## config.mk

```make
export PLATFORM = sky130hd
export DESIGN_NAME = ppc_port_power_pad_ctrl
export DESIGN_NICKNAME = d
export VERILOG_FILES = /design/src/inc/ppc_pkg.sv /design/src/rtl/ppc_pad_cell.sv /design/src/rtl/ppc_power_source.sv /design/src/rtl/ppc_port_power_pad_ctrl.sv
export VERILOG_INCLUDE_DIRS = /design/src /design/src/inc
export SDC_FILE = /design/constraint.sdc
export NUM_CORES = 1
export LEC_CHECK = 0
export BUFFER_PORTS_ARGS = -buffer_cell sky130_fd_sc_hd__clkbuf_2
export CAP_MARGIN = 20
export CORE_ASPECT_RATIO = 1.75
export CORE_MARGIN = 2
export CORE_UTILIZATION = 30
export CTS_CLUSTER_SIZE = 10
export DETAILED_ROUTE_END_ITERATION = 16
export MAX_ROUTING_LAYER = met4
export PLACE_DENSITY_LB_ADDON = 0.15
export SYNTH_ARGS = -nofsm -noshare
export SYNTH_HDL_FRONTEND = slang
export SYNTH_SLANG_ARGS = --single-unit
export TNS_END_PERCENT = 1
```

## constraint.sdc

```tcl
create_clock -name clk -period 1.77 [get_ports clk]
set_input_delay 0.177 -clock clk [delete_from_list [all_inputs] [get_ports clk]]
set_output_delay 0.177 -clock clk [all_outputs]
set_load 0.01 [all_outputs]
```

## src/inc/ppc_consts.svh

```systemverilog
// register offsets, field positions, reset values and codes of the port power pad block
`ifndef PPC_CONSTS_SVH
`define PPC_CONSTS_SVH

// register offsets on the register port
`define PPC_OFS_IND_PULLUP 16'h083F
`define PPC_OFS_PAD_PULLDOWN 16'h092E
`define PPC_OFS_PAD_DIR 16'h0932
`define PPC_OFS_PAD_OUT 16'h0936
`define PPC_OFS_PAD_IN 16'h093A
`define PPC_OFS_PAD_PULLUP 16'h093E
`define PPC_OFS_PORT1_SEL 16'h3C00
`define PPC_OFS_PORT1_STATUS 16'h3C40

// field positions
`define PPC_IND_PULLUP_BIT 0
`define PPC_SEL_SHARED_BIT 7
`define PPC_SEL_RSVD_BIT 6
`define PPC_SEL_DISABLE_BIT 5
`define PPC_SEL_FIXED_BIT 4
`define PPC_SEL_SRC_MSB 3
`define PPC_SEL_SRC_LSB 0
`define PPC_STAT_POWER_BIT 0
`define PPC_STAT_OC_BIT 1
`define PPC_STAT_RSVD_SRC_BIT 2
`define PPC_STAT_DISABLED_BIT 3

// masks of bits that keep a value; read-only reserved bits are cleared
`define PPC_MASK_PAD_PULLUP 8'hFE
`define PPC_MASK_PORT1_SEL 8'hBF

// reset values
`define PPC_RST_IND_PULLUP 8'h00
`define PPC_RST_PAD_PULLDOWN 8'h00
`define PPC_RST_PAD_DIR 8'h00
`define PPC_RST_PAD_OUT 8'h00
`define PPC_RST_PAD_PULLUP 8'h00
`define PPC_RST_PORT1_SEL 8'h00

// power source codes
`define PPC_SRC_OFF 4'h0
`define PPC_SRC_USB2 4'h1
`define PPC_SRC_USB3 4'h2
`define PPC_SRC_EITHER 4'h3
`define PPC_SRC_GPIO 4'h4

`endif

```

## src/inc/ppc_pkg.sv

```systemverilog
// types shared by the port power pad block
package ppc_pkg;
    typedef logic [15:0] ppc_addr_t;
    typedef logic [7:0] ppc_byte_t;
    typedef logic [3:0] ppc_src_code_t;
    typedef enum logic [2:0] {
        PPC_SRC_IS_OFF,
        PPC_SRC_IS_USB2,
        PPC_SRC_IS_USB3,
        PPC_SRC_IS_EITHER,
        PPC_SRC_IS_GPIO,
        PPC_SRC_IS_RSVD
    } ppc_src_e;
endpackage : ppc_pkg

```

## src/rtl/ppc_pad_cell.sv

```systemverilog
// one port power pad: registered drive, enable and input sample
module ppc_pad_cell (
    // clock and reset
    input wire logic clk,
    input wire logic rst_b,
    input wire logic clk_en,
    // configuration
    input wire logic dir_out,
    input wire logic out_value,
    // pad side
    input wire logic pad_in,
    output logic pad_out,
    output logic pad_oe,
    // sampled level
    output logic in_sample
);
    // drive value and enable follow the configuration one edge later
    always_ff @(posedge clk or negedge rst_b) begin
        if (!rst_b) begin
            pad_out <= 1'b0;
            pad_oe <= 1'b0;
        end else if (clk_en) begin
            pad_out <= out_value;
            pad_oe <= dir_out;
        end
    end

    // input buffer sampled every enabled cycle, also while driving, so software sees the pad
    always_ff @(posedge clk or negedge rst_b) begin
        if (!rst_b) begin
            in_sample <= 1'b0;
        end else if (clk_en) begin
            in_sample <= pad_in;
        end
    end
endmodule : ppc_pad_cell

```

## src/rtl/ppc_power_source.sv

```systemverilog
// port power switch: decodes the source field and registers the power enable
`include "ppc_consts.svh"
module ppc_power_source (
    // clock and reset
    input wire logic clk,
    input wire logic rst_b,
    input wire logic clk_en,
    // configuration
    input wire ppc_pkg::ppc_src_code_t src_code,
    input wire logic port_disabled,
    // power requests
    input wire logic usb2_power,
    input wire logic usb3_power,
    input wire logic gp_level,
    // result
    output logic power_on,
    output logic src_reserved
);
    import ppc_pkg::*;

    ppc_src_e src_kind;
    logic next_power_on;

    // map the code onto a source kind
    always_comb begin
        case (src_code)
            `PPC_SRC_OFF: src_kind = PPC_SRC_IS_OFF;
            `PPC_SRC_USB2: src_kind = PPC_SRC_IS_USB2;
            `PPC_SRC_USB3: src_kind = PPC_SRC_IS_USB3;
            `PPC_SRC_EITHER: src_kind = PPC_SRC_IS_EITHER;
            `PPC_SRC_GPIO: src_kind = PPC_SRC_IS_GPIO;
            default: src_kind = PPC_SRC_IS_RSVD;
        endcase
    end

    // a reserved code keeps power off rather than guessing a source
    always_comb begin
        case (src_kind)
            PPC_SRC_IS_USB2: next_power_on = usb2_power;
            PPC_SRC_IS_USB3: next_power_on = usb3_power;
            PPC_SRC_IS_EITHER: next_power_on = usb2_power | usb3_power;
            PPC_SRC_IS_GPIO: next_power_on = gp_level;
            default: next_power_on = 1'b0;
        endcase
        if (port_disabled) begin
            next_power_on = 1'b0;
        end
    end

    // registered so the switch pin never glitches on a source change
    always_ff @(posedge clk or negedge rst_b) begin
        if (!rst_b) begin
            power_on <= 1'b0;
            src_reserved <= 1'b0;
        end else if (clk_en) begin
            power_on <= next_power_on;
            src_reserved <= (src_kind == PPC_SRC_IS_RSVD);
        end
    end
endmodule : ppc_power_source

```

## src/rtl/ppc_port_power_pad_ctrl.sv

```systemverilog
// register file and pad control for the port power pads, indicator pull-up and port 1 select
//
// Our own choice: strobed register access.
`include "ppc_consts.svh"
////////////////////////////////////////////////////////////////////////////////
// How it works
// - indicator pin pull-up follows bit 0
// - pull-down bits 7:1 drive pad pull-downs
// - direction bits 7:1: 0 in, 1 out
// - output bits 7:1 drive output pads
// - input register returns sampled pad levels
// - pull-up bits 7:1 drive pad pull-ups
// - port 1 bit 7 selects shared pin
// - port 1 bit 5 disables port while set
// - port 1 bit 4 flags fixed device
// - port 1 bits 3:0 choose power source
////////////////////////////////////////////////////////////////////////////////
module ppc_port_power_pad_ctrl #(
    parameter int NUM_PADS = 7,
    parameter bit OC_ACTIVE_LOW = 1'b1
) (
    // clock and reset
    input wire logic clk,
    input wire logic rst_b,
    input wire logic clk_en,
    // register port
    input wire ppc_pkg::ppc_addr_t reg_addr,
    input wire ppc_pkg::ppc_byte_t reg_wdata,
    input wire logic reg_wr,
    input wire logic reg_rd,
    output ppc_pkg::ppc_byte_t reg_rdata,
    // indicator pin
    output logic indicator_pin_pullup_en,
    // port power pads
    input wire logic [NUM_PADS:1] port_power_pad_in,
    output logic [NUM_PADS:1] port_power_pad_out,
    output logic [NUM_PADS:1] port_power_pad_oe,
    output logic [NUM_PADS:1] port_power_pad_pullup_en,
    output logic [NUM_PADS:1] port_power_pad_pulldown_en,
    // port 1 power requests and over-current sense
    input wire logic usb2_port_power,
    input wire logic usb3_port_power,
    input wire logic general_purpose_pin,
    input wire logic port1_oc_sense_in,
    // port 1 status towards the hub
    output logic port1_power_on,
    output logic port1_oc_detect,
    output logic port1_shared_pin,
    output logic port1_disabled,
    output logic port1_fixed_attach
);
    import ppc_pkg::*;

    ////////////////////////////////////////////////////////////////////////////
    // register storage

    ppc_byte_t indicator_pin_pullup_ctrl;
    ppc_byte_t power_pad_pulldown_ctrl;
    ppc_byte_t power_pad_direction;
    ppc_byte_t power_pad_output_value;
    ppc_byte_t power_pad_pullup_ctrl;
    ppc_byte_t downstream_port1_power_source;

    // write strobes decoded per register
    logic wr_ind_pullup;
    logic wr_pad_pulldown;
    logic wr_pad_dir;
    logic wr_pad_out;
    logic wr_pad_pullup;
    logic wr_port1_sel;

    // state shown back to software
    logic [NUM_PADS:1] pad_in_sample;
    ppc_byte_t power_pad_input_value;
    ppc_byte_t port1_status;
    logic port1_src_reserved;
    logic oc_pin_q;
    logic oc_level;

    ppc_byte_t next_rdata;

    ////////////////////////////////////////////////////////////////////////////
    // write decode

    // a write to the read-only input or status register matches nothing here
    always_comb begin
        wr_ind_pullup = reg_wr && (reg_addr == `PPC_OFS_IND_PULLUP);
        wr_pad_pulldown = reg_wr && (reg_addr == `PPC_OFS_PAD_PULLDOWN);
        wr_pad_dir = reg_wr && (reg_addr == `PPC_OFS_PAD_DIR);
        wr_pad_out = reg_wr && (reg_addr == `PPC_OFS_PAD_OUT);
        wr_pad_pullup = reg_wr && (reg_addr == `PPC_OFS_PAD_PULLUP);
        wr_port1_sel = reg_wr && (reg_addr == `PPC_OFS_PORT1_SEL);
    end

    ////////////////////////////////////////////////////////////////////////////
    // configuration registers

    // indicator pull-up; bits 7:1 are writable spares with no pin behind them
    always_ff @(posedge clk or negedge rst_b) begin
        if (!rst_b) begin
            indicator_pin_pullup_ctrl <= `PPC_RST_IND_PULLUP;
        end else if (clk_en && wr_ind_pullup) begin
            indicator_pin_pullup_ctrl <= reg_wdata;
        end
    end

    // pad pull-downs; bit 0 is a writable spare
    always_ff @(posedge clk or negedge rst_b) begin
        if (!rst_b) begin
            power_pad_pulldown_ctrl <= `PPC_RST_PAD_PULLDOWN;
        end else if (clk_en && wr_pad_pulldown) begin
            power_pad_pulldown_ctrl <= reg_wdata;
        end
    end

    // pad directions; bit 0 is a writable spare
    always_ff @(posedge clk or negedge rst_b) begin
        if (!rst_b) begin
            power_pad_direction <= `PPC_RST_PAD_DIR;
        end else if (clk_en && wr_pad_dir) begin
            power_pad_direction <= reg_wdata;
        end
    end

    // pad output data; bit 0 is a writable spare
    always_ff @(posedge clk or negedge rst_b) begin
        if (!rst_b) begin
            power_pad_output_value <= `PPC_RST_PAD_OUT;
        end else if (clk_en && wr_pad_out) begin
            power_pad_output_value <= reg_wdata;
        end
    end

    // pad pull-ups; bit 0 is read-only and held at zero
    always_ff @(posedge clk or negedge rst_b) begin
        if (!rst_b) begin
            power_pad_pullup_ctrl <= `PPC_RST_PAD_PULLUP;
        end else if (clk_en && wr_pad_pullup) begin
            power_pad_pullup_ctrl <= reg_wdata & `PPC_MASK_PAD_PULLUP;
        end
    end

    // port 1 select; bit 6 is read-only and held at zero.
    // the block accepts a write at any time and acts on it at once: keeping it
    // static while the hub runs is up to whoever loads the configuration
    always_ff @(posedge clk or negedge rst_b) begin
        if (!rst_b) begin
            downstream_port1_power_source <= `PPC_RST_PORT1_SEL;
        end else if (clk_en && wr_port1_sel) begin
            downstream_port1_power_source <= reg_wdata & `PPC_MASK_PORT1_SEL;
        end
    end

    ////////////////////////////////////////////////////////////////////////////
    // pad cells

    // one cell per pad; pad N is controlled by bit N of each register
    for (genvar n = 1; n <= NUM_PADS; n++) begin : g_pad
        ppc_pad_cell u_cell (
            .clk(clk),
            .rst_b(rst_b),
            .clk_en(clk_en),
            .dir_out(power_pad_direction[n]),
            .out_value(power_pad_output_value[n]),
            .pad_in(port_power_pad_in[n]),
            .pad_out(port_power_pad_out[n]),
            .pad_oe(port_power_pad_oe[n]),
            .in_sample(pad_in_sample[n])
        );
    end

    // resistor enables come straight from the register flops
    always_comb begin
        port_power_pad_pulldown_en = power_pad_pulldown_ctrl[NUM_PADS:1];
        port_power_pad_pullup_en = power_pad_pullup_ctrl[NUM_PADS:1];
        indicator_pin_pullup_en = indicator_pin_pullup_ctrl[`PPC_IND_PULLUP_BIT];
    end

    // input register view: sampled pads above a reserved zero bit 0
    always_comb begin
        power_pad_input_value = '0;
        power_pad_input_value[NUM_PADS:1] = pad_in_sample;
    end

    ////////////////////////////////////////////////////////////////////////////
    // port 1 power and sense

    // the source field picks what switches port 1 power
    ppc_power_source u_source (
        .clk(clk),
        .rst_b(rst_b),
        .clk_en(clk_en),
        .src_code(downstream_port1_power_source[`PPC_SEL_SRC_MSB:`PPC_SEL_SRC_LSB]),
        .port_disabled(downstream_port1_power_source[`PPC_SEL_DISABLE_BIT]),
        .usb2_power(usb2_port_power),
        .usb3_power(usb3_port_power),
        .gp_level(general_purpose_pin),
        .power_on(port1_power_on),
        .src_reserved(port1_src_reserved)
    );

    // separate sense pin sampled once so both paths carry equal delay
    always_ff @(posedge clk or negedge rst_b) begin
        if (!rst_b) begin
            oc_pin_q <= 1'b0;
        end else if (clk_en) begin
            oc_pin_q <= port1_oc_sense_in;
        end
    end

    // in shared mode the fault is read from pad 1 itself
    always_comb begin
        if (downstream_port1_power_source[`PPC_SEL_SHARED_BIT]) begin
            oc_level = pad_in_sample[1];
        end else begin
            oc_level = oc_pin_q;
        end
    end

    // port 1 flags towards the hub; a disabled port never reports a fault
    always_ff @(posedge clk or negedge rst_b) begin
        if (!rst_b) begin
            port1_oc_detect <= 1'b0;
            port1_shared_pin <= 1'b0;
            port1_disabled <= 1'b0;
            port1_fixed_attach <= 1'b0;
        end else if (clk_en) begin
            port1_shared_pin <= downstream_port1_power_source[`PPC_SEL_SHARED_BIT];
            port1_disabled <= downstream_port1_power_source[`PPC_SEL_DISABLE_BIT];
            port1_fixed_attach <= downstream_port1_power_source[`PPC_SEL_FIXED_BIT];
            port1_oc_detect <= (oc_level ^ OC_ACTIVE_LOW)
                && !downstream_port1_power_source[`PPC_SEL_DISABLE_BIT];
        end
    end

    // status view of what port 1 is really doing
    always_comb begin
        port1_status = '0;
        port1_status[`PPC_STAT_POWER_BIT] = port1_power_on;
        port1_status[`PPC_STAT_OC_BIT] = port1_oc_detect;
        port1_status[`PPC_STAT_RSVD_SRC_BIT] = port1_src_reserved;
        port1_status[`PPC_STAT_DISABLED_BIT] = port1_disabled;
    end

    ////////////////////////////////////////////////////////////////////////////
    // read path

    // unmapped offsets read as zero
    always_comb begin
        case (reg_addr)
            `PPC_OFS_IND_PULLUP: next_rdata = indicator_pin_pullup_ctrl;
            `PPC_OFS_PAD_PULLDOWN: next_rdata = power_pad_pulldown_ctrl;
            `PPC_OFS_PAD_DIR: next_rdata = power_pad_direction;
            `PPC_OFS_PAD_OUT: next_rdata = power_pad_output_value;
            `PPC_OFS_PAD_IN: next_rdata = power_pad_input_value;
            `PPC_OFS_PAD_PULLUP: next_rdata = power_pad_pullup_ctrl;
            `PPC_OFS_PORT1_SEL: next_rdata = downstream_port1_power_source;
            `PPC_OFS_PORT1_STATUS: next_rdata = port1_status;
            default: next_rdata = '0;
        endcase
    end

    // data stand in the cycle after an enabled strobe, zero after other enabled cycles; frozen cycles hold them
    always_ff @(posedge clk or negedge rst_b) begin
        if (!rst_b) begin
            reg_rdata <= '0;
        end else if (clk_en) begin
            if (reg_rd) begin
                reg_rdata <= next_rdata;
            end else begin
                reg_rdata <= '0;
            end
        end
    end
endmodule : ppc_port_power_pad_ctrl

```

==> results of run 1 <==
how the worst max path moves through the flow:
stage                                                startpoint                                    end  slack, ps
after floorplan                                     reg_addr[6]  power_pad_output_value[0]$_DFFE_PN0P_         40
after global routing      g_pad[1].u_cell.in_sample$_DFFE_PN0P_               reg_rdata[1]$_DFFE_PN0P_         30
after CTS                 g_pad[1].u_cell.in_sample$_DFFE_PN0P_               reg_rdata[1]$_DFFE_PN0P_         60
after global placement                              reg_addr[2]               reg_rdata[0]$_DFFE_PN0P_       -180
final                     g_pad[1].u_cell.in_sample$_DFFE_PN0P_               reg_rdata[1]$_DFFE_PN0P_         90
after detailed placement                            reg_addr[5]               reg_rdata[0]$_DFFE_PN0P_       -210
metrics by stage:
step                util (%)  hold slack, ps  power (W)  TNS [ps]
floorplan                  -            -119    0.00206         0
global placement        36.5             156    0.00225     -2470
detailed placement      36.5             169    0.00225     -3100
CTS                     38.9            66.1    0.00413         0
global route            38.9            70.2    0.00425         0
finish                  38.9            74.9    0.00407         0
power by group:
group | internal (W) | leakage (nW) | switching, W
Sequential | 0.00190 | 1.12 | 0.0000177
Clock | 0.00113 | 0.143 | 0.000729
Combinational | 0.000131 | 1.23 | 0.000167
area by class of cell:
class                   instances  area (um2)  share of cell area [%]
clock buffers                  12         246                    4.87
clock inverters                 4        51.3                    1.01
inverters                      10        37.5                   0.742
multi-input cells             182        1700                    33.5
flip-flops and latches         82        2050                    40.6
well taps                     171         214                    4.23
repair buffers                121         761                    15.0
state kept, by name (all words and copies together), names as in the netlist:
name and cells:
g_pad.u_cell.pad_out 7, power_pad_direction 8, port1_fixed_attach 1, power_pad_output_value 8, power_pad_pulldown_ctrl 8, port1_shared_pin 1
downstream_port1_power_source 7, u_source.src_reserved 1, u_source.power_on 1, indicator_pin_pullup_ctrl 8, g_pad.u_cell.in_sample 7, reg_rdata 8
g_pad.u_cell.pad_oe 7, port1_disabled 1, oc_pin_q 1, power_pad_pullup_ctrl 7, port1_oc_detect 1
critical path: cells and delay by family, from the launching register on:
family / cells / cell delay (ps)
flip-flops: 1 / 440
AO/OA/AOI/OAI: 3 / 640
multiplexers: 1 / 470
kinds of logic (layout without fill, tap and decap cells):
| family | count (synthesis) | count (layout) | synth area share, % |
|---|---|---|---|
| mux | 82 | 82 | 23.7 |
| flops | 82 | 82 | 51.2 |
| buf+inv | 44 | 147 | 6.46 |
| compound gates | 37 | 37 | 6.87 |
| simple gates | 63 | 63 | 11.8 |
per-layer routing:
metal  vias up  track usage (%)  wire length, um
li1       1326                -                -
met1      1477             18.2             4460
met2        77             31.4             6360
met3        13             2.87              349
met4         0             5.27              146
met5         -                -                0
layout by cell type, fill, tap and decap left out, types with 3 or more instances in the layout:
master / count
buf_4: 36
o22ai_1: 10
o21ai_0: 5
and3_1: 6
a32o_1: 3
nand2_1: 9
clkbuf_2: 80
a32oi_1: 3
clkbuf_16: 9
nor2_1: 8
nor3b_1: 3
mux2_2: 72
nor2b_1: 6
nand4_1: 3
mux4_2: 3
and2_1: 3
buf_12: 4
a311oi_1: 5
dfrtp_1: 82
mux2i_1: 7
inv_1: 10
==> impl_metrics.prom, run 1 <==
# TYPE chip_impl_metric gauge
chip_impl_metric{name="num_rows",unit=""} 55
chip_impl_info{name="yosys-top-cells-area",value="dfrtp_1 (51%), mux2_2 (20%), buf_4 (4.1%)"} 1
chip_impl_metric{name="report.final.slew_viol_count",unit=""} 0
chip_impl_metric{name="clock_sink_count",unit=""} 82
chip_impl_metric{name="synth_cell_types",unit=""} 48
chip_impl_metric{name="drt_iter0_markers",unit=""} 144
chip_impl_metric{name="synth-warning-count",unit=""} 0
chip_impl_metric{name="synthesis.nets",unit=""} 348
chip_impl_metric{name="number_of_global_route_vias_before_repair",unit=""} 3065
chip_impl_info{name="ys_dominant_reg_cell",value="dfrtp_1"} 1
chip_impl_info{name="synth.top_cells.by_count",value="dfrtp_1 (82), mux2_2 (72), buf_4 (22)"} 1
chip_impl_info{name="setup_repair_after_global_routing_missed_its_margin",value="false"} 1
chip_impl_metric{name="post_route_cells_drive_above_1_share",unit="%"} 53.3
chip_impl_metric{name="cts.repair.resized",unit=""} 0
chip_impl_metric{name="route.detailed.drc",unit=""} 0
chip_impl_metric{name="routed_wirelength",unit="um"} 11300
chip_impl_metric{name="power.density",unit="mW/mm2"} 805
chip_impl_metric{name="r2r_slack",unit="ps"} 90
chip_impl_metric{name="worst_setup_hold_path_clk_slew",unit="ps"} 60
chip_impl_metric{name="detailroute.via_count",unit=""} 2893
chip_impl_metric{name="dpl_cell_area",unit="mm2"} 0.00475
chip_impl_metric{name="pin_count_of_the_biggest_net_entering_global_routing",unit=""} 33
chip_impl_metric{name="placement.setup.worst_slack",unit="ps"} -205
chip_impl_metric{name="overflow",unit=""} 0
chip_impl_metric{name="holdPathStages",unit=""} 2
chip_impl_metric{name="crit_fanout",unit=""} 3
chip_impl_metric{name="numCtsBuffers",unit=""} 9
chip_impl_metric{name="finalWorstSetupSlack",unit="ps"} 88.7
chip_impl_info{name="worstPathCellList",value="mux4_2 > a32o_1 > a311oi_1 > o22ai_1"} 1
chip_impl_metric{name="num-fill-cells",unit=""} 1287
chip_impl_metric{name="timing.critical_path.slowest_cell_delay",unit="ps"} 470
chip_impl_metric{name="grt_pass1_wl",unit="um"} 17600
chip_impl_metric{name="timing.max_slew.rel_slack",unit="%"} 65.8
chip_impl_metric{name="worst_ir_drop_vdd",unit="mV"} 0.423
chip_impl_metric{name="yosysSeqAreaShare",unit="%"} 51.2
chip_impl_info{name="post-synth-top-count-cell",value="dfrtp_1"} 1
chip_impl_metric{name="timing_worst_slew_pin_value",unit="ps"} 501
chip_impl_metric{name="floorplan.io_pins",unit=""} 82
chip_impl_metric{name="report.final.hold_viol_count",unit=""} 0
chip_impl_metric{name="die_height",unit="um"} 157
chip_impl_metric{name="synth_top_area_share",unit="%"} 51.2
chip_impl_info{name="cts_tree",value="built"} 1
chip_impl_metric{name="finish.net_count",unit=""} 446
chip_impl_metric{name="htreeDepth",unit=""} 3
chip_impl_metric{name="finalSetupViolCount",unit=""} 0
chip_impl_info{name="setup.worst_path.end_class",value="flop"} 1
chip_impl_metric{name="globalplace.congestion",unit=""} 0.832
chip_impl_info{name="status",value="completed"} 1
chip_impl_metric{name="layout.cells.non_filler",unit=""} 582
chip_impl_metric{name="antenna_violating_nets_post_route",unit=""} 0
chip_impl_metric{name="initial_core_util",unit="%"} 30.8
chip_impl_info{name="critPathLaunchType",value="flop"} 1
chip_impl_metric{name="post-cts-setup-buffer-count",unit=""} 0
chip_impl_metric{name="hpwl",unit="um"} 8720
chip_impl_metric{name="syn_inst",unit=""} 308
chip_impl_metric{name="die_width",unit="um"} 91.4
chip_impl_metric{name="placed_cells",unit=""} 565
chip_impl_metric{name="period_needed",unit="ps"} 1680
chip_impl_metric{name="routed_via_density",unit=""} 4.97
chip_impl_info{name="hold_end",value="g_pad[1].u_cell.in_sample$_DFFE_PN0P_"} 1
chip_impl_metric{name="synth_edf_count",unit=""} 0
chip_impl_metric{name="worst_ep_arrival_time",unit="ps"} 1880
chip_impl_metric{name="worst_skew_late_latency",unit="ps"} 330
chip_impl_metric{name="grtUsageTotal",unit="%"} 16.9
chip_impl_info{name="cts_root_buf",value="clkbuf_16"} 1
chip_impl_metric{name="finClkSkew",unit="ps"} 4.58
chip_impl_info{name="crit-reg2reg-capture",value="reg_rdata[1]$_DFFE_PN0P_"} 1
chip_impl_metric{name="synth_async_sr_flop_share",unit="%"} 100
chip_impl_info{name="hp-start",value="port_power_pad_in[1]"} 1
chip_impl_metric{name="wl_per_cell",unit="um"} 19.4
chip_impl_metric{name="io_buffer_count",unit=""} 81
chip_impl_metric{name="leakage_power_of_the_design",unit="nW"} 2.49
chip_impl_metric{name="antenna_found_initial",unit=""} 0
chip_impl_metric{name="netlist_area",unit="mm2"} 0.00401
chip_impl_info{name="library_cell_occupying_the_most_area_in_the_post_synthesis_netlist",value="dfrtp_1"} 1
chip_impl_info{name="timing.rr.start",value="g_pad[1].u_cell.in_sample$_DFFE_PN0P_"} 1
chip_impl_metric{name="worst_ep_required_time",unit="ps"} 1970
chip_impl_info{name="critPathSlowestCell",value="mux4_2"} 1
chip_impl_metric{name="dr.pass1.iters",unit=""} 6
chip_impl_metric{name="areaGrowthSynthToFinish",unit="%"} 26.2
chip_impl_metric{name="syn_area_per_cell",unit="um2"} 13.0
chip_impl_metric{name="layout_worst_path_cycle_share",unit="%"} 95.0
chip_impl_metric{name="fmax",unit="MHz"} 595
chip_impl_metric{name="diodes_inserted",unit=""} 0
chip_impl_metric{name="dieArea",unit="mm2"} 0.0143
chip_impl_info{name="path_class",value="flop to flop"} 1
chip_impl_metric{name="cts.path.max_buffers",unit=""} 2
chip_impl_metric{name="timing.reg2reg.worst_path_depth",unit=""} 4
chip_impl_metric{name="synth_seq_cells",unit=""} 82
chip_impl_metric{name="cts_hold_buf",unit=""} 1
chip_impl_metric{name="core_region_area",unit="mm2"} 0.0130
chip_impl_info{name="min-delay-path-class",value="input pin to flop"} 1
chip_impl_metric{name="cap_violations",unit=""} 0
chip_impl_metric{name="finish.instance_area",unit="mm2"} 0.00506
(Power assumes the default switching activity.)
==> inputs of run 2 (changes only) <==
--- a/config.mk
+++ b/config.mk
@@ -6,10 +6,10 @@
 export SDC_FILE = /design/constraint.sdc
 export NUM_CORES = 1
 export LEC_CHECK = 0
+export ABC_AREA = 1
 export BUFFER_PORTS_ARGS = -buffer_cell sky130_fd_sc_hd__clkbuf_2
 export CAP_MARGIN = 20
-export CORE_ASPECT_RATIO = 1.75
-export CORE_MARGIN = 2
+export CORE_ASPECT_RATIO = 1.4
 export CORE_UTILIZATION = 30
 export CTS_CLUSTER_SIZE = 10
 export DETAILED_ROUTE_END_ITERATION = 16
==> run 2 against run 1 <==
  * Design area down 0.69%
  * Register-to-register slack better by 630 ps
  * Clock-buffer cell count fell by 2
  * Non-clock buffer count decreased by 28
  * Synthesized area increased by 5.4%
  * Synthesized cell count grew 78%
==> impl_metrics.prom, run 2 <==
# TYPE chip_impl_metric gauge
chip_impl_info{name="status",value="completed"} 1
chip_impl_metric{name="antenna_violating_nets_post_route",unit=""} 0
chip_impl_metric{name="report.final.slew_viol_count",unit=""} 0
chip_impl_metric{name="grtUsageTotal",unit="%"} 17.3
chip_impl_metric{name="routed_wirelength",unit="um"} 11400
chip_impl_metric{name="clock_sink_count",unit=""} 82
chip_impl_metric{name="syn_area_per_cell",unit="um2"} 7.72
chip_impl_info{name="path_class",value="input pin to flop"} 1
chip_impl_metric{name="synth_async_sr_flop_share",unit="%"} 100
chip_impl_metric{name="overflow",unit=""} 0
chip_impl_metric{name="cts.path.max_buffers",unit=""} 2
chip_impl_info{name="cts_tree",value="built"} 1
chip_impl_info{name="setup.worst_path.end_class",value="flop"} 1
chip_impl_metric{name="fin_tns_setup",unit="ps"} 0
chip_impl_metric{name="dr.pass1.iters",unit=""} 4
chip_impl_info{name="post-synth-top-count-cell",value="nand2_1"} 1
chip_impl_metric{name="synthesis.nets",unit=""} 587
chip_impl_metric{name="worst_ep_required_time",unit="ps"} 2050
chip_impl_metric{name="drt_iter0_markers",unit=""} 190
chip_impl_metric{name="crit_fanout",unit=""} 14
chip_impl_info{name="cts_root_buf",value="clkbuf_16"} 1
chip_impl_metric{name="timing.critical_path.slowest_cell_delay",unit="ps"} 410
chip_impl_info{name="critPathLaunchType",value="input pin"} 1
chip_impl_metric{name="fmax",unit="MHz"} 773
chip_impl_info{name="min-delay-path-class",value="input pin to flop"} 1
chip_impl_metric{name="num_rows",unit=""} 50
chip_impl_metric{name="groute.layer.met3.usage",unit="%"} 1.62
chip_impl_info{name="worstPathCellList",value="clkbuf_2 > inv_1 > nor2_1 > nand2_2 > nor2_2 > nand3_1 > nand2_1 > nor2_1 > nand2_1 > nand3_1 > nand2_1"} 1
chip_impl_info{name="grt-busiest-layer",value="met2"} 1
chip_impl_metric{name="floorplan.io_pins",unit=""} 82
chip_impl_metric{name="number_of_global_route_vias_before_repair",unit=""} 3458
chip_impl_metric{name="placed_cells",unit=""} 781
chip_impl_metric{name="io_buffer_count",unit=""} 81
chip_impl_metric{name="netlist_area",unit="mm2"} 0.00423
chip_impl_metric{name="worst_ir_drop_vdd",unit="mV"} 0.385
chip_impl_metric{name="timing_worst_slew_pin_value",unit="ps"} 479
chip_impl_metric{name="routed_via_density",unit=""} 4.48
chip_impl_info{name="ys_dominant_reg_cell",value="dfrtp_1"} 1
chip_impl_info{name="layout.cells.most_common",value="nand2_1"} 1
chip_impl_metric{name="areaGrowthSynthToFinish",unit="%"} 18.9
chip_impl_metric{name="global_route.usage.met1",unit="%"} 22.1
chip_impl_metric{name="worst_ep_arrival_time",unit="ps"} 1570
chip_impl_info{name="layout_common_cells",value="nand2_1 (203), dfrtp_1 (82), clkbuf_2 (80)"} 1
chip_impl_metric{name="synth_edf_count",unit=""} 0
chip_impl_metric{name="wl_per_cell",unit="um"} 14.3
chip_impl_info{name="cp_common_cell",value="nand2_1"} 1
chip_impl_metric{name="synth_top_area_share",unit="%"} 48.6
chip_impl_metric{name="finClkSkew",unit="ps"} 5.74
chip_impl_metric{name="power.density",unit="mW/mm2"} 825
chip_impl_info{name="library_cell_occupying_the_most_area_in_the_post_synthesis_netlist",value="dfrtp_1"} 1
chip_impl_metric{name="htreeDepth",unit=""} 3
chip_impl_metric{name="route.detailed.drc",unit=""} 0
chip_impl_metric{name="core_region_area",unit="mm2"} 0.0136
chip_impl_metric{name="finalSetupViolCount",unit=""} 0
chip_impl_metric{name="die_width",unit="um"} 102
chip_impl_metric{name="worst_skew_late_latency",unit="ps"} 340
chip_impl_metric{name="diodes_inserted",unit=""} 0
chip_impl_metric{name="timing.critical_path.buf_inv",unit=""} 2
chip_impl_metric{name="syn_inst",unit=""} 547
chip_impl_metric{name="grt_use_met2",unit="%"} 27.7
chip_impl_metric{name="finish.net_count",unit=""} 651
chip_impl_metric{name="timing.max_slew.rel_slack",unit="%"} 68.0
chip_impl_metric{name="synth-warning-count",unit=""} 0
chip_impl_metric{name="leakage_power_of_the_design",unit="nW"} 2.69
chip_impl_info{name="yosys-top-cells-area",value="dfrtp_1 (49%), nand2_1 (18%), nand3_1 (7.2%)"} 1
chip_impl_metric{name="die_height",unit="um"} 142
chip_impl_metric{name="numCtsBuffers",unit=""} 9
chip_impl_metric{name="grt_pass1_wl",unit="um"} 18300
chip_impl_info{name="setup_repair_after_global_routing_missed_its_margin",value="false"} 1
chip_impl_info{name="critPathTopFamily",value="simple AND/OR/NAND/NOR gates"} 1
chip_impl_metric{name="synth_cell_types",unit=""} 26
chip_impl_metric{name="antenna_found_initial",unit=""} 0
chip_impl_metric{name="yosysSeqAreaShare",unit="%"} 48.6
chip_impl_metric{name="worst_setup_hold_path_clk_slew",unit="ps"} 60
chip_impl_metric{name="dieArea",unit="mm2"} 0.0146
chip_impl_metric{name="report.final.hold_viol_count",unit=""} 0
chip_impl_metric{name="layout_worst_path_cycle_share",unit="%"} 73.1
chip_impl_metric{name="pin_count_of_the_biggest_net_entering_global_routing",unit=""} 38
chip_impl_metric{name="globalplace.congestion",unit=""} 0.816
chip_impl_metric{name="initial_core_util",unit="%"} 31.1
chip_impl_metric{name="hpwl",unit="um"} 8960
chip_impl_metric{name="layout.cells.non_filler",unit=""} 798
chip_impl_metric{name="detailroute.via_count",unit=""} 3575
chip_impl_info{name="critPathSlowestCell",value="nor2_2"} 1
chip_impl_metric{name="cap_violations",unit=""} 0
chip_impl_metric{name="synth_seq_cells",unit=""} 82
chip_impl_metric{name="post_route_cells_drive_above_1_share",unit="%"} 22.1
chip_impl_metric{name="cts.repair.resized",unit=""} 0
chip_impl_metric{name="period_needed",unit="ps"} 1290
chip_impl_info{name="synth.top_cells.by_count",value="nand2_1 (203), dfrtp_1 (82), nand3_1 (61)"} 1
[run 2: area by class of cell]
class                   instances  area (um2)
clock buffers                  10         229
clock inverters                 6        90.1
fillers                      1457        8550
inverters                      31         116
multi-input cells             394        1780
flip-flops and latches         82        2050
well taps                     182         228
repair buffers                 93         526
[run 2: through the flow]
step	worst slack (ps)	instance area, um2	hold slack (ps)	util, %	power [W]
5_1_grt	203	5020	37.6	37.0	0.00432
3_3_place_gp	110	4690	159	34.6	0.00219
2_1_floorplan	531	4230	-119	-	0.00204
6_report	477	5020	41.3	37.0	0.00415
4_1_cts	451	5020	34.9	37.0	0.00421
3_5_place_dp	101	4690	160	34.6	0.00219
[run 2: worst min-delay path, delay by kind of cell]
kind / cells / cell delay [ps]
buf+inv: 1 / 80
simple gates: 2 / 90
[run 2: logic make-up after synthesis]
| family | after synthesis | synth area share [%] |
|---|---|---|
| flops | 82 | 48.6 |
| simple gates | 335 | 34.9 |
| compound gates | 59 | 7.31 |
| buf+inv | 71 | 9.24 |
[run 2: power breakdown]
part | internal, W | switching, W | total (W)
clock network | 0.00124 | 0.000753 | 0.00199
registers | 0.00190 | 0.0000173 | 0.00191
logic | 0.0000748 | 0.000164 | 0.000239
total | 0.00321 | 0.000935 | 0.00415
[run 2: per-layer routing]
metal,share of wire (%),vias up
met1,47,1634
met4,2.2,0
met5,0,-
met3,2.8,17
met2,48,71
li1,-,1853
[run 2: final timing paths]
| kind | start | endpoint | slack (ps) | cells after the start |
|---|---|---|---|---|
| hold / removal | port_power_pad_in[1] | g_pad[1].u_cell.in_sample$_DFFE_PN0P_ | 40 | 3 |
| setup reg to reg | downstream_port1_power_source[7]$_DFFE_PN0P_ | reg_rdata[7]$_DFFE_PN0P_ | 720 | 6 |
| setup / recovery | reg_addr[8] | reg_rdata[1]$_DFFE_PN0P_ | 480 | 11 |
| hold reg to reg | g_pad[7].u_cell.pad_oe$_DFFE_PN0P_ | g_pad[7].u_cell.pad_oe$_DFFE_PN0P_ | 470 | 2 |
| max in group asynchronous | rst_b | power_pad_output_value[7]$_DFFE_PN0P_ | 870 | 3 |
| min in group asynchronous | rst_b | power_pad_direction[2]$_DFFE_PN0P_ | 330 | 2 |
[run 2: timing repair]
| item | 4_1_cts | 5_1_grt |
|---|---|---|
| setup buffers | 0 | 0 |
| hold endpoints to repair | 32 | 0 |
| hold buffers | 1 | 0 |
==> inputs of run 3 (changes only) <==
==> constraint.sdc (replaced) <==
create_clock -name clk -period 1.13 [get_ports clk]
set_input_delay 0.113 -clock clk [delete_from_list [all_inputs] [get_ports clk]]
set_output_delay 0.113 -clock clk [all_outputs]
set_load 0.01 [all_outputs]
==> run 3 against run 2 <==
  * Clock power increased by 50%
  * Via count increased by 4.8%
  * Register-to-register slack got worse by 640 ps
==> impl_metrics.prom, run 3 (same netlist as run 2, synthesis figures left out) <==
# TYPE chip_impl_metric gauge
chip_impl_metric{name="route.detailed.drc",unit=""} 0
chip_impl_metric{name="overflow",unit=""} 0
chip_impl_metric{name="power.density",unit="mW/mm2"} 1200
chip_impl_metric{name="worst_ep_required_time",unit="ps"} 1360
chip_impl_metric{name="globalplace.congestion",unit=""} 0.890
chip_impl_info{name="critPathSlowestCell",value="dfrtp_1"} 1
chip_impl_metric{name="die_width",unit="um"} 102
chip_impl_metric{name="routed_via_density",unit=""} 4.54
chip_impl_metric{name="finish.net_count",unit=""} 678
chip_impl_metric{name="grtUsageTotal",unit="%"} 17.8
chip_impl_metric{name="finalSetupViolCount",unit=""} 0
chip_impl_info{name="path_class",value="flop to flop"} 1
chip_impl_metric{name="detailroute.via_count",unit=""} 3745
chip_impl_metric{name="dpl_cell_area",unit="mm2"} 0.00492
chip_impl_metric{name="worst_ep_arrival_time",unit="ps"} 1270
chip_impl_info{name="cts_root_buf",value="clkbuf_16"} 1
chip_impl_metric{name="clock_sink_count",unit=""} 82
chip_impl_metric{name="timing_worst_slew_pin_value",unit="ps"} 363
chip_impl_metric{name="dieArea",unit="mm2"} 0.0146
chip_impl_metric{name="initial_core_util",unit="%"} 31.1
chip_impl_metric{name="wl_per_cell",unit="um"} 14.1
chip_impl_metric{name="core_region_area",unit="mm2"} 0.0136
chip_impl_info{name="setup_repair_after_global_routing_missed_its_margin",value="true"} 1
chip_impl_metric{name="die_height",unit="um"} 142
chip_impl_metric{name="finish.instance_area",unit="mm2"} 0.00532
chip_impl_metric{name="report.final.slew_viol_count",unit=""} 0
chip_impl_metric{name="numCtsBuffers",unit=""} 9
chip_impl_metric{name="drt_iter0_markers",unit=""} 162
chip_impl_metric{name="fmax",unit="MHz"} 956
chip_impl_info{name="setup.worst_path.end_class",value="flop"} 1
chip_impl_metric{name="post_route_cells_drive_above_1_share",unit="%"} 24.7
chip_impl_info{name="cp_common_cell",value="nand2_1"} 1
chip_impl_metric{name="antenna_violating_nets_post_route",unit=""} 0
chip_impl_metric{name="antenna_found_initial",unit=""} 0
chip_impl_metric{name="cts.path.max_buffers",unit=""} 2
chip_impl_metric{name="diodes_inserted",unit=""} 0
chip_impl_info{name="critPathTopFamily",value="simple AND/OR/NAND/NOR gates"} 1
chip_impl_metric{name="timing.max_slew.rel_slack",unit="%"} 75.8
chip_impl_metric{name="worst_setup_hold_path_clk_slew",unit="ps"} 70
chip_impl_metric{name="period_needed",unit="ps"} 1050
chip_impl_info{name="min-delay-path-class",value="input pin to flop"} 1
chip_impl_metric{name="layout_worst_path_cycle_share",unit="%"} 92.6
chip_impl_metric{name="pin_count_of_the_biggest_net_entering_global_routing",unit=""} 55
chip_impl_info{name="worstPathCellList",value="nand3_1 > nand2_1 > nor2_1 > nand2_1 > nand3_1 > nand2_1"} 1
chip_impl_info{name="layout.cells.most_common",value="nand2_1"} 1
chip_impl_metric{name="routed_wirelength",unit="um"} 11600
chip_impl_info{name="layout_common_cells",value="nand2_1 (203), dfrtp_1 (82), clkbuf_2 (80)"} 1
chip_impl_metric{name="report.final.hold_viol_count",unit=""} 0
chip_impl_info{name="critPathLaunchType",value="flop"} 1
chip_impl_metric{name="finClkSkew",unit="ps"} 6.61
chip_impl_metric{name="leakage_power_of_the_design",unit="nW"} 2.85
chip_impl_metric{name="floorplan.io_pins",unit=""} 82
chip_impl_metric{name="htreeDepth",unit=""} 3
chip_impl_metric{name="dr.pass1.iters",unit=""} 4
chip_impl_metric{name="cap_violations",unit=""} 0
chip_impl_metric{name="worst_ir_drop_vdd",unit="mV"} 0.596
chip_impl_metric{name="num_rows",unit=""} 50
chip_impl_metric{name="areaGrowthSynthToFinish",unit="%"} 25.9
chip_impl_metric{name="worst_skew_late_latency",unit="ps"} 340
chip_impl_metric{name="grt_pass1_wl",unit="um"} 18900
chip_impl_info{name="status",value="completed"} 1
chip_impl_metric{name="post-route-util",unit="%"} 39.2
chip_impl_metric{name="timing.critical_path.slowest_cell_delay",unit="ps"} 400
chip_impl_metric{name="hpwl",unit="um"} 8930
chip_impl_metric{name="timing.critical_path.buf_inv",unit=""} 0
chip_impl_metric{name="crit_fanout",unit=""} 3
chip_impl_metric{name="number_of_global_route_vias_before_repair",unit=""} 3717
chip_impl_info{name="cts_tree",value="built"} 1
chip_impl_metric{name="io_buffer_count",unit=""} 81
==> run 3: changes by cell type in the layout (fill, tap and decap cells not counted), sizes merged <==
cell and change:
buf +20, bufinv -1, clkinv +1, dlygate4sd3 +7
==> run 3: timing repair <==
action                                  in CTS  in global routing
endpoints found under the setup margin       0                 10
gates resized for setup                      0                  3
hold endpoints to repair                    89                  0
hold buffers                                 8                  0
buffers inserted                             0                  0
==> run 3: layout make-up <==
type	count	area, um2
Tap cell	182	228
Fill cell	1432	8260
Multi-Input combinational cell	394	1810
Clock buffer	10	239
Timing Repair Buffer	120	808
Clock inverter	6	65.1
Inverter	31	116
Sequential cell	82	2050
==> run 3: routing by layer <==
layer,vias up,wire length [um],GRT usage [%]
met3,16,313,2.06
li1,1913,-,-
met5,-,0,-
met2,83,5660,28.6
met1,1733,5350,22.1
met4,0,273,8.65
==> run 3: report_power, final <==
part	switching, W	total, W	leakage, nW	internal [W]
Clock	0.00121	0.00299	0.149	0.00178
Combinational	0.000267	0.000416	1.57	0.000148
Sequential	0.0000249	0.00299	1.13	0.00297
Total	0.00150	0.00640	2.85	0.00489
==> run 3: worst register-to-register path, stage by stage (launching register included) <==
cell     delay [ps]
dfrtp_1         400
nand3_1          90
nand2_1          70
nor2_1          120
nand2_1         100
nand3_1         100
nand2_1          50
==> run 3: per-stage QoR <==
step           hold slack, ps  TNS [ps]  std cells  worst slack [ps]  total power (W)
5_1_grt                  33.2     -38.7        825             -38.7          0.00666
3_5_place_dp              130    -10170        801              -268          0.00345
6_report                 9.82         0        825              83.8          0.00640
2_1_floorplan            -183         0        547              4.84          0.00319
4_1_cts                  1.41         0        825              53.3          0.00649
3_3_place_gp              125     -9440        801              -259          0.00344
==> run 3: worst paths after layout <==
kind / slack [ps] / startpoint / to / cells after the start
worst max-delay path: 80 / power_pad_pulldown_ctrl[1]$_DFFE_PN0P_ / reg_rdata[1]$_DFFE_PN0P_ / 6
min in group asynchronous: 280 / rst_b / indicator_pin_pullup_ctrl[1]$_DFFE_PN0P_ / 3
worst min register to register: 470 / port1_fixed_attach$_DFFE_PN0P_ / port1_fixed_attach$_DFFE_PN0P_ / 2
worst max register to register: 80 / power_pad_pulldown_ctrl[1]$_DFFE_PN0P_ / reg_rdata[1]$_DFFE_PN0P_ / 6
max in group asynchronous: 510 / rst_b / g_pad[7].u_cell.pad_out$_DFFE_PN0P_ / 3
worst min-delay path: 10 / port_power_pad_in[7] / g_pad[7].u_cell.in_sample$_DFFE_PN0P_ / 3
